==> src/tpg_regs.svh <==
// Purpose: register offsets and reset values of the three port gpio block
// Assumes: byte-wide register bus, 8-bit byte addresses
// Notes: offsets of port one drain, pullup and mode registers are local
`ifndef TPG_REGS_SVH
`define TPG_REGS_SVH
`define TPG_ADDR_P0_DATA 8'hc0
`define TPG_ADDR_P0_DIR 8'hc1
`define TPG_ADDR_P1_DATA 8'hc2
`define TPG_ADDR_P1_DIR 8'hc3
`define TPG_ADDR_P2_DATA 8'hc4
`define TPG_ADDR_P2_DIR 8'hc5
`define TPG_ADDR_P1_FUNC 8'hc9
`define TPG_ADDR_P1_DRAIN 8'hde
`define TPG_ADDR_P2_DRAIN 8'hdf
`define TPG_ADDR_P0_DRAIN 8'he4
`define TPG_ADDR_P0_PULL 8'hf8
`define TPG_ADDR_P1_PULL 8'hf9
`define TPG_ADDR_P2_PULL 8'hfa
`define TPG_CTRL_RESET 8'h00
`define TPG_READ_ZERO 8'h00
`define TPG_P2_MASK 8'h1f
`define TPG_P1_LSB 8
`define TPG_P0_PINS 8
`define TPG_P1_PINS 8
`define TPG_P2_PINS 5
`define TPG_BIT_T0 7
`define TPG_BIT_T1 6
`define TPG_BIT_T2 5
`define TPG_BIT_EC 4
`define TPG_BIT_IRQ2 2
`define TPG_BIT_IRQ1 1
`endif

==> src/tpg_pkg.sv <==
// Purpose: types of the three port gpio block
// Assumes: nothing beyond the register header
// Notes: one state struct holds every flip-flop
package tpg_pkg;
  typedef struct packed {
    logic [7:0] p0_data;
    logic [7:0] p1_data;
    logic [4:0] p2_data;
    logic [7:0] p0_dir;
    logic [7:0] p1_dir;
    logic [4:0] p2_dir;
    logic [7:0] p0_od;
    logic [7:0] p1_od;
    logic [4:0] p2_od;
    logic [7:0] p0_pu;
    logic [7:0] p1_pu;
    logic [4:0] p2_pu;
    logic [7:0] p1_func;
    logic [20:0] pin_s1;
    logic [20:0] pin_s2;
    logic [20:0] oe;
    logic [20:0] dout;
    logic [20:0] pull;
    logic [7:0] rdata;
    logic ec;
    logic irq1;
    logic irq2;
  } tpg_state_t;
endpackage

==> src/tpg_gpio.sv <==
// Purpose: three bidirectional ports with pin drive, pullup and pin mux
// Assumes: byte register bus, pins sampled by two flip-flops
// Notes: pad resolves the wire from oe and dout; pull asks for a pullup
`timescale 1ns/100ps
`include "tpg_regs.svh"
module tpg_gpio #(
  // port widths; the register map only serves 8, 8 and 5
  parameter int P0_W = 8,
  parameter int P1_W = 8,
  parameter int P2_W = 5
) (
  // clock and reset
  input wire logic clk_in,
  input wire logic rst_in,
  // register bus
  input wire logic [7:0] addr_in,
  input wire logic [7:0] wdata_in,
  input wire logic wr_in,
  input wire logic rd_in,
  output logic [7:0] rdata_out,
  // pins, bit 20..16 port two, 15..8 port one, 7..0 port zero
  input wire logic [20:0] pin_in,
  output logic [20:0] pin_out,
  output logic [20:0] pin_oe_out,
  output logic [20:0] pull_en_out,
  // alternate function sources and sinks
  input wire logic timer_zero_output_in,
  input wire logic timer_one_output_in,
  input wire logic timer_two_output_in,
  output logic event_count_input_out,
  output logic external_irq_one_out,
  output logic external_irq_two_out
);
  tpg_pkg::tpg_state_t s_r;
  tpg_pkg::tpg_state_t s_nxt;
  logic [20:0] dir_all;
  logic [20:0] od_all;
  logic [20:0] pu_all;
  logic [20:0] dat_all;
  logic [20:0] alt_oe;
  logic [20:0] alt_val;
  // total pin count, kept as a name so loops carry no bare width
  localparam int N_PINS = P0_W + P1_W + P2_W;

  // refuse port widths that the fixed byte map cannot serve
  if (P0_W != `TPG_P0_PINS || P1_W != `TPG_P1_PINS ||
      P2_W != `TPG_P2_PINS) begin : g_width_check
    $error("tpg_gpio: unsupported port widths");
  end

  // flatten per-port registers onto the pin vector
  assign dir_all = {s_r.p2_dir, s_r.p1_dir, s_r.p0_dir};
  assign od_all = {s_r.p2_od, s_r.p1_od, s_r.p0_od};
  assign pu_all = {s_r.p2_pu, s_r.p1_pu, s_r.p0_pu};
  assign dat_all = {s_r.p2_data, s_r.p1_data, s_r.p0_data};

  // alternate outputs on port one; other pins keep plain io
  always_comb begin
    alt_oe = '0;
    alt_val = '0;
    alt_oe[`TPG_P1_LSB + `TPG_BIT_T0] = s_r.p1_func[`TPG_BIT_T0];
    alt_oe[`TPG_P1_LSB + `TPG_BIT_T1] = s_r.p1_func[`TPG_BIT_T1];
    alt_oe[`TPG_P1_LSB + `TPG_BIT_T2] = s_r.p1_func[`TPG_BIT_T2];
    alt_val[`TPG_P1_LSB + `TPG_BIT_T0] = timer_zero_output_in;
    alt_val[`TPG_P1_LSB + `TPG_BIT_T1] = timer_one_output_in;
    alt_val[`TPG_P1_LSB + `TPG_BIT_T2] = timer_two_output_in;
  end

  // next state: bus writes, pin sampling and registered pad controls
  always_comb begin
    s_nxt = s_r;
    s_nxt.pin_s1 = pin_in;
    s_nxt.pin_s2 = s_r.pin_s1;
    s_nxt.rdata = `TPG_READ_ZERO;
    if (wr_in) begin
      // whole-byte writes only; bit operations are not supported
      case (addr_in)
        `TPG_ADDR_P0_DATA: s_nxt.p0_data = wdata_in;
        `TPG_ADDR_P1_DATA: s_nxt.p1_data = wdata_in;
        `TPG_ADDR_P2_DATA: s_nxt.p2_data = wdata_in[4:0];
        `TPG_ADDR_P0_DIR: s_nxt.p0_dir = wdata_in;
        `TPG_ADDR_P1_DIR: s_nxt.p1_dir = wdata_in;
        `TPG_ADDR_P2_DIR: s_nxt.p2_dir = wdata_in[4:0];
        `TPG_ADDR_P0_DRAIN: s_nxt.p0_od = wdata_in;
        `TPG_ADDR_P1_DRAIN: s_nxt.p1_od = wdata_in;
        `TPG_ADDR_P2_DRAIN: s_nxt.p2_od = wdata_in[4:0];
        `TPG_ADDR_P0_PULL: s_nxt.p0_pu = wdata_in;
        `TPG_ADDR_P1_PULL: s_nxt.p1_pu = wdata_in;
        `TPG_ADDR_P2_PULL: s_nxt.p2_pu = wdata_in[4:0];
        `TPG_ADDR_P1_FUNC: s_nxt.p1_func = wdata_in;
        default: s_nxt.rdata = `TPG_READ_ZERO;
      endcase
    end
    if (rd_in) begin
      // write-only registers and unmapped addresses read zero
      case (addr_in)
        `TPG_ADDR_P0_DATA:
          s_nxt.rdata = (s_r.p0_dir & s_r.p0_data) |
                        (~s_r.p0_dir & s_r.pin_s2[7:0]);
        `TPG_ADDR_P1_DATA:
          s_nxt.rdata = (s_r.p1_dir & s_r.p1_data) |
                        (~s_r.p1_dir & s_r.pin_s2[15:8]);
        `TPG_ADDR_P2_DATA:
          s_nxt.rdata = {3'h0, (s_r.p2_dir & s_r.p2_data) |
                        (~s_r.p2_dir & s_r.pin_s2[20:16])};
        default: s_nxt.rdata = `TPG_READ_ZERO;
      endcase
    end
    // pad drive: alternate outputs always push-pull; otherwise open drain drives only low, else push-pull
    for (int i = 0; i < N_PINS; i++) begin
      if (alt_oe[i]) begin
        s_nxt.oe[i] = 1'b1;
        s_nxt.dout[i] = alt_val[i];
      end else begin
        s_nxt.oe[i] = dir_all[i] & (~od_all[i] | ~dat_all[i]);
        s_nxt.dout[i] = dat_all[i];
      end
      // pullup only on inputs with control bit zero
      s_nxt.pull[i] = ~dir_all[i] & ~alt_oe[i] & ~pu_all[i];
    end
    // alternate inputs see the synchronised pin level
    s_nxt.ec = s_r.p1_func[`TPG_BIT_EC] &
               s_r.pin_s2[`TPG_P1_LSB + `TPG_BIT_EC];
    s_nxt.irq1 = s_r.p1_func[`TPG_BIT_IRQ1] &
                 s_r.pin_s2[`TPG_P1_LSB + `TPG_BIT_IRQ1];
    s_nxt.irq2 = s_r.p1_func[`TPG_BIT_IRQ2] &
                 s_r.pin_s2[`TPG_P1_LSB + `TPG_BIT_IRQ2];
  end

  // data registers are reset too so pins stay defined; software must
  // still not rely on their value after reset
  always_ff @(posedge clk_in or posedge rst_in) begin
    if (rst_in) begin
      s_r <= '0;
      s_r.p0_dir <= `TPG_CTRL_RESET;
      s_r.p1_dir <= `TPG_CTRL_RESET;
      s_r.p0_od <= `TPG_CTRL_RESET;
      s_r.p0_pu <= `TPG_CTRL_RESET;
      s_r.p1_func <= `TPG_CTRL_RESET;
    end else begin
      s_r <= s_nxt;
    end
  end

  assign rdata_out = s_r.rdata;
  assign pin_out = s_r.dout;
  assign pin_oe_out = s_r.oe;
  assign pull_en_out = s_r.pull;
  assign event_count_input_out = s_r.ec;
  assign external_irq_one_out = s_r.irq1;
  assign external_irq_two_out = s_r.irq2;

  // pad state straight after reset
  a_dir_reset_input: assert property (
    @(posedge clk_in)
    $fell(rst_in) |-> pin_oe_out == '0)
    else $error("pins not inputs after reset");

  a_pull_after_reset: assert property (
    @(posedge clk_in)
    $fell(rst_in) |=> pull_en_out == '1)
    else $error("pullups not on after reset");

  // pad drive and pullup
  a_pull_off_out: assert property (
    @(posedge clk_in) disable iff (rst_in)
    (pin_oe_out & pull_en_out) == '0)
    else $error("pullup on driven pin");

  a_od_no_high: assert property (
    @(posedge clk_in) disable iff (rst_in)
    (pin_oe_out & pin_out & od_all & ~alt_oe) == '0)
    else $error("open drain drove high");

  a_out_drive: assert property (
    @(posedge clk_in) disable iff (rst_in)
    wr_in && addr_in == `TPG_ADDR_P0_DATA && s_r.p0_dir == 8'hff &&
    s_r.p0_od == 8'h00 ##1 !wr_in |=> pin_out[7:0] == $past(s_r.p0_data))
    else $error("output data not driven");

  // per pin: input, push-pull and open-drain drive, pullup
  for (genvar g = 0; g < N_PINS; g++) begin : g_pin_chk
    a_in_no_drive: assert property (
      @(posedge clk_in) disable iff (rst_in)
      !alt_oe[g] && !dir_all[g] |=> !pin_oe_out[g])
      else $error("input pin driven");

    a_pp_drive: assert property (
      @(posedge clk_in) disable iff (rst_in)
      !alt_oe[g] && dir_all[g] && !od_all[g] |=> pin_oe_out[g])
      else $error("push-pull pin not driven");

    a_od_release: assert property (
      @(posedge clk_in) disable iff (rst_in)
      !alt_oe[g] && od_all[g] && dat_all[g] |=> !pin_oe_out[g])
      else $error("open drain pin drove high");

    a_in_pull: assert property (
      @(posedge clk_in) disable iff (rst_in)
      !alt_oe[g] && !dir_all[g] |=> pull_en_out[g] == !$past(pu_all[g]))
      else $error("pullup control not applied");
  end

  // register bus reads
  a_p2_upper_zero: assert property (
    @(posedge clk_in) disable iff (rst_in)
    $past(rd_in) && $past(addr_in) == `TPG_ADDR_P2_DATA
    |-> rdata_out[7:5] == 3'h0)
    else $error("port two upper bits not zero");

  a_wo_read_zero: assert property (
    @(posedge clk_in) disable iff (rst_in)
    rd_in && addr_in == `TPG_ADDR_P0_DIR |=> rdata_out == `TPG_READ_ZERO)
    else $error("direction read nonzero");

  a_wo_func_zero: assert property (
    @(posedge clk_in) disable iff (rst_in)
    rd_in && addr_in == `TPG_ADDR_P1_FUNC |=> rdata_out == `TPG_READ_ZERO)
    else $error("mode read nonzero");

  a_wo_drain_zero: assert property (
    @(posedge clk_in) disable iff (rst_in)
    rd_in && addr_in == `TPG_ADDR_P0_DRAIN |=> rdata_out == `TPG_READ_ZERO)
    else $error("drain select read nonzero");

  a_wo_pull_zero: assert property (
    @(posedge clk_in) disable iff (rst_in)
    rd_in && addr_in == `TPG_ADDR_P0_PULL |=> rdata_out == `TPG_READ_ZERO)
    else $error("pullup control read nonzero");

  a_in_read: assert property (
    @(posedge clk_in) disable iff (rst_in)
    rd_in && addr_in == `TPG_ADDR_P1_DATA && s_r.p1_dir == 8'h00
    |=> rdata_out == $past(s_r.pin_s2[15:8]))
    else $error("input level not read");

  // register writes land whole
  a_wr_p0_data: assert property (
    @(posedge clk_in) disable iff (rst_in)
    wr_in && addr_in == `TPG_ADDR_P0_DATA |=> s_r.p0_data == $past(wdata_in))
    else $error("port zero data write lost");

  a_wr_p1_data: assert property (
    @(posedge clk_in) disable iff (rst_in)
    wr_in && addr_in == `TPG_ADDR_P1_DATA |=> s_r.p1_data == $past(wdata_in))
    else $error("port one data write lost");

  a_wr_p2_data: assert property (
    @(posedge clk_in) disable iff (rst_in)
    wr_in && addr_in == `TPG_ADDR_P2_DATA
    |=> s_r.p2_data == $past(wdata_in[4:0]))
    else $error("port two data write lost");

  a_wr_p0_dir: assert property (
    @(posedge clk_in) disable iff (rst_in)
    wr_in && addr_in == `TPG_ADDR_P0_DIR |=> s_r.p0_dir == $past(wdata_in))
    else $error("port zero direction write lost");

  a_wr_p1_dir: assert property (
    @(posedge clk_in) disable iff (rst_in)
    wr_in && addr_in == `TPG_ADDR_P1_DIR |=> s_r.p1_dir == $past(wdata_in))
    else $error("port one direction write lost");

  a_wr_p2_dir: assert property (
    @(posedge clk_in) disable iff (rst_in)
    wr_in && addr_in == `TPG_ADDR_P2_DIR
    |=> s_r.p2_dir == $past(wdata_in[4:0]))
    else $error("port two direction write lost");

  a_wr_p0_od: assert property (
    @(posedge clk_in) disable iff (rst_in)
    wr_in && addr_in == `TPG_ADDR_P0_DRAIN |=> s_r.p0_od == $past(wdata_in))
    else $error("port zero drain write lost");

  a_wr_p1_od: assert property (
    @(posedge clk_in) disable iff (rst_in)
    wr_in && addr_in == `TPG_ADDR_P1_DRAIN |=> s_r.p1_od == $past(wdata_in))
    else $error("port one drain write lost");

  a_wr_p2_od: assert property (
    @(posedge clk_in) disable iff (rst_in)
    wr_in && addr_in == `TPG_ADDR_P2_DRAIN
    |=> s_r.p2_od == $past(wdata_in[4:0]))
    else $error("port two drain write lost");

  a_wr_p0_pu: assert property (
    @(posedge clk_in) disable iff (rst_in)
    wr_in && addr_in == `TPG_ADDR_P0_PULL |=> s_r.p0_pu == $past(wdata_in))
    else $error("port zero pullup write lost");

  a_wr_p1_pu: assert property (
    @(posedge clk_in) disable iff (rst_in)
    wr_in && addr_in == `TPG_ADDR_P1_PULL |=> s_r.p1_pu == $past(wdata_in))
    else $error("port one pullup write lost");

  a_wr_p2_pu: assert property (
    @(posedge clk_in) disable iff (rst_in)
    wr_in && addr_in == `TPG_ADDR_P2_PULL
    |=> s_r.p2_pu == $past(wdata_in[4:0]))
    else $error("port two pullup write lost");

  a_wr_func: assert property (
    @(posedge clk_in) disable iff (rst_in)
    wr_in && addr_in == `TPG_ADDR_P1_FUNC |=> s_r.p1_func == $past(wdata_in))
    else $error("mode write lost");

  // pin multiplexer on port one
  a_timer_route: assert property (
    @(posedge clk_in) disable iff (rst_in)
    s_r.p1_func[`TPG_BIT_T0] |=> pin_oe_out[`TPG_P1_LSB + `TPG_BIT_T0] &&
    pin_out[`TPG_P1_LSB + `TPG_BIT_T0] == $past(timer_zero_output_in))
    else $error("timer zero not on pin");

  a_timer_one_route: assert property (
    @(posedge clk_in) disable iff (rst_in)
    s_r.p1_func[`TPG_BIT_T1] |=> pin_oe_out[`TPG_P1_LSB + `TPG_BIT_T1] &&
    pin_out[`TPG_P1_LSB + `TPG_BIT_T1] == $past(timer_one_output_in))
    else $error("timer one not on pin");

  a_timer_two_route: assert property (
    @(posedge clk_in) disable iff (rst_in)
    s_r.p1_func[`TPG_BIT_T2] |=> pin_oe_out[`TPG_P1_LSB + `TPG_BIT_T2] &&
    pin_out[`TPG_P1_LSB + `TPG_BIT_T2] == $past(timer_two_output_in))
    else $error("timer two not on pin");

  a_irq_route: assert property (
    @(posedge clk_in) disable iff (rst_in)
    !s_r.p1_func[`TPG_BIT_IRQ1] |=> !external_irq_one_out)
    else $error("irq seen in port mode");

  a_ec_port_mode: assert property (
    @(posedge clk_in) disable iff (rst_in)
    !s_r.p1_func[`TPG_BIT_EC] |=> !event_count_input_out)
    else $error("event count seen in port mode");

  a_irq2_port_mode: assert property (
    @(posedge clk_in) disable iff (rst_in)
    !s_r.p1_func[`TPG_BIT_IRQ2] |=> !external_irq_two_out)
    else $error("irq two seen in port mode");

  a_ec_route: assert property (
    @(posedge clk_in) disable iff (rst_in)
    s_r.p1_func[`TPG_BIT_EC] |=> event_count_input_out ==
    $past(s_r.pin_s2[`TPG_P1_LSB + `TPG_BIT_EC]))
    else $error("event count not routed");

  a_irq1_route: assert property (
    @(posedge clk_in) disable iff (rst_in)
    s_r.p1_func[`TPG_BIT_IRQ1] |=> external_irq_one_out ==
    $past(s_r.pin_s2[`TPG_P1_LSB + `TPG_BIT_IRQ1]))
    else $error("irq one not routed");

  a_irq2_route: assert property (
    @(posedge clk_in) disable iff (rst_in)
    s_r.p1_func[`TPG_BIT_IRQ2] |=> external_irq_two_out ==
    $past(s_r.pin_s2[`TPG_P1_LSB + `TPG_BIT_IRQ2]))
    else $error("irq two not routed");

  // main scenarios
  c_alt_mode: cover property (@(posedge clk_in) s_r.p1_func != 8'h00);
  c_od_low: cover property (@(posedge clk_in) (pin_oe_out & od_all) != '0);
  c_read_pin: cover property (@(posedge clk_in) rd_in && !rst_in);
  c_irq_in: cover property (@(posedge clk_in) external_irq_two_out);
  c_timer_pin: cover property (@(posedge clk_in) pin_oe_out[15] && pin_out[15]);
endmodule

==> config.mk <==
export PLATFORM = sky130hd
export DESIGN_NAME = tpg_gpio
export DESIGN_NICKNAME = d
export VERILOG_FILES = /design/src/tpg_pkg.sv /design/src/tpg_gpio.sv
export VERILOG_INCLUDE_DIRS = /design/src
export SDC_FILE = /design/constraint.sdc
export NUM_CORES = 1
export LEC_CHECK = 0
export ABC_AREA = 1
export BUFFER_PORTS_ARGS = -buffer_cell sky130_fd_sc_hd__buf_2
export CAP_MARGIN = 30
export CORE_MARGIN = 2
export CORE_UTILIZATION = 55
export DETAILED_ROUTE_END_ITERATION = 6
export PLACE_DENSITY_LB_ADDON = 0.05
export RECOVER_POWER = 50
export SLEW_MARGIN = 20
export SYNTH_ARGS = -nofsm -noshare
export SYNTH_HDL_FRONTEND = slang
export SYNTH_SLANG_ARGS = --single-unit
==> constraint.sdc <==
create_clock -name clk_in -period 18.41 [get_ports clk_in]
set_input_delay 3.682 -clock clk_in [delete_from_list [all_inputs] [get_ports clk_in]]
set_output_delay 3.682 -clock clk_in [all_outputs]
set_load 0.1 [all_outputs]
==> flow_summary_export.csv <==
group,metric,value,unit
status,status,"finished, violations left",
status,violations,"max-capacitance violations, max-slew violations",
final_layout,finalInstanceArea,8480,um^2
placed_design,gp_congestion,0.823,
final_layout,n_antenna_cell,0,
clock_tree,numCtsBuffers,21,
sta,fin_crit,7.03,ns
min_path,hold_path.class,"flop to flop",
placed_design,dpl.cell_count,934,
power,ir_drop,0.0682,mV
logic_synthesis,syn_area_per_cell,10.6,um^2
route,drt_pre_antenna_iters,5,
sta,rsz0062_at_grt,"no",
final_layout,finalNonFillerCells,971,
floorplanning,die_y,122,um
clock_tree,clock-sinks,206,
placed_design,place_hpwl,10000,um
clock_tree,clk_latency,0.48,ns
sta,hold_slack,0.346,ns
clock_tree,cts.repair.resized,0,
global_routing,grt_pass1_wl,23900,um
setup_path,endpoint_kind,"asynchronous set/reset pin",
clock_tree,cts_tree,"yes",
logic_synthesis,synth_top_area_share,67.7,%
power,power.leakage,4.28,nW
floorplanning,io_pins,118,
placed_design,io_buffers,117,
sta,max_clock_freq,0.142,GHz
placed_design,place_area,7870,um^2
clock_tree,cts_setup_buffers,0,
sta,tns,0,ns
floorplanning,rows,43,
floorplanning,dieArea,14800,um^2
clock_tree,cts_root_buf,"clkbuf_16",
setup_path,worstPathArrival,7.69,ns
logic_synthesis,syn_inst,722,
floorplanning,core_area,13700,um^2
final_layout,area_delta_synth_final,11.3,%
logic_synthesis,syn-num-nets,766,
global_routing,grt_util_all_layers,20.7,%
clock_tree,cts_max_path_buffers,3,
sta,maxSlewViolCount,120,
logic_synthesis,syn_area,7620,um^2
route,drt_iter0_drc,391,
global_routing,grt_max_degree,120,
route,ant_nets,0,
floorplanning,die_w,122,um
global_routing,grt_pass1_vias,4697,
setup_path,path_max_fanout,119,
global_routing,antenna_found_initial,0,
logic_synthesis,synth_top_cell_by_area,"dfrtp_1",
clock_tree,cts-htree-levels,1,
clock_tree,cts_hold_buf,0,
logic_synthesis,synth_seq_cells,206,
sta,hold_viol,0,
final_layout,fin_util,61.8,%
flow_run,maxCapViolCount,1,
logic_synthesis,synthTopCellsByArea,"dfrtp_1 68%, nand2_1 9.0%, buf_4 7.0%",
setup_path,worstPathRequired,19.07,ns
sta,finalSetupViolCount,0,
sta,skew,0.00599,ns
final_layout,final_net_count,821,
sta,slew_headroom,-233,%
setup_path,cp-start-kind,"primary input",
logic_synthesis,yosys_warnings,0,
route,viasPerCell,4.91,
route,drc,0,
route,wirelength,14800,um
power,powerDensity,117,nW/um^2
sta,worstMarginPinSlew,4.97,ns
floorplanning,initial_utilization,55.5,%
setup_path,critical_path_class,"primary input to asynchronous set/reset pin",
final_layout,drive_above_1_share,20.1,%
clock_tree,clk_pin_slew,0.06,ns
logic_synthesis,synth_cell_types,23,
global_routing,grt-ovfl-total,0,
route,avgRoutedWirePerCell,15.2,um
sta,fin_crit_sh,38.2,%
logic_synthesis,ys_seq_area_share,67.7,%
route,num_vias,4769,
cells by family after synthesis:
group,after synthesis,synth area share (%)
AND/OR/NAND/NOR,257,13.9
AO/OA/AOI/OAI,118,7.87
flip-flops,206,67.7
buffers and inverters,141,10.6
final timing paths:
check	start	cells past startpoint	slack, ns	end
max reg2reg	dir_all[15]$_DFFE_PP0P_	3	17.29	rdata_out[7]$_DFF_PP0_
max in group clk_in	pull_en_out[4]$_DFF_PP0_	1	13.44	pull_en_out[4]
min	s_nxt[77]$_DFF_PP0_	0	0.35	s_r[77]$_DFF_PP0_
max	rst_in	4	11.38	od_all[17]$_DFFE_PP0P_
min reg2reg	s_nxt[77]$_DFF_PP0_	0	0.35	s_r[77]$_DFF_PP0_
min in group asynchronous	rst_in	2	4.72	od_all[2]$_DFFE_PP0P_
power by group:
group	leakage [nW]	internal, mW	switching [mW]
registers	2.66	0.476	0.0115
clock network	0.313	0.227	0.160
logic	1.31	0.0188	0.101
total	4.28	0.722	0.272
registers in the layout, indices dropped and copies added (netlist names):
| register | flops |
|---|---|
| pu_all | 21 |
| external_irq_one_out | 1 |
| external_irq_two_out | 1 |
| dir_all | 21 |
| alt_oe | 3 |
| dat_all | 21 |
| event_count_input_out | 1 |
| s_r | 24 |
| pull_en_out | 21 |
| od_all | 21 |
| pin_out | 21 |
| rdata_out | 8 |
| pin_oe_out | 21 |
| s_nxt | 21 |
cells in the final DEF (no fill, tap or decap), types with 2 or more instances in the layout:
cell type	n
a21oi_1	19
a31oi_1	3
buf_2	113
clkbuf_1	12
clkbuf_16	21
clkbuf_8	4
clkinv_2	4
dfrtp_1	206
inv_1	48
inv_2	5
nand2_1	183
nand2_2	4
nand3_1	29
nor2_1	31
nor2_4	2
nor3_1	4
nor3_2	2
o21ai_0	34
o21ai_1	60
per-stage QoR:
step	worst slack, ns	power (mW)
6_report	11.38	0.994
5_1_grt	10.55	1.03
4_1_cts	13.42	1.01
3_5_place_dp	13.03	0.616
3_3_place_gp	12.94	0.614
2_1_floorplan	9.10	0.603
cells in the mapped netlist (all sizes together):
cell type and n:
o21a 1, nand2 187, nand3 29, nand3b 1, nor2 34, a31oi 3
o21ai 94, clkbuf 6, buf 81, dfrtp 206, nor3 6, a21boi 1
a21oi 19, inv 54
worst max-delay path, cell delays in order:
cell        delay [ns]
clkbuf_1          0.08
clkinvlp_2        2.77
buf_4             0.80
buf_16            0.30
per-layer routing:
metal | vias to the layer above | track usage (%) | share of wire [%]
met4 | 0 | 6.32 | 1.8
li1 | 2333 | - | -
met1 | 2282 | 29.0 | 45
met5 | - | 0 | 0
met2 | 134 | 34.3 | 48
met3 | 20 | 2.81 | 4.9
final cells by class:
type                       instances  area [um^2]
timing repair buffer             119          616
clock inverter                     4         20.0
multi-input combinational        375         1650
tap                              180          225
fill                            1142         5240
inverter                          54          204
sequential                       206         5150
clock buffer                      33          611
No activity file was read; power rests on OpenSTA's default activity.
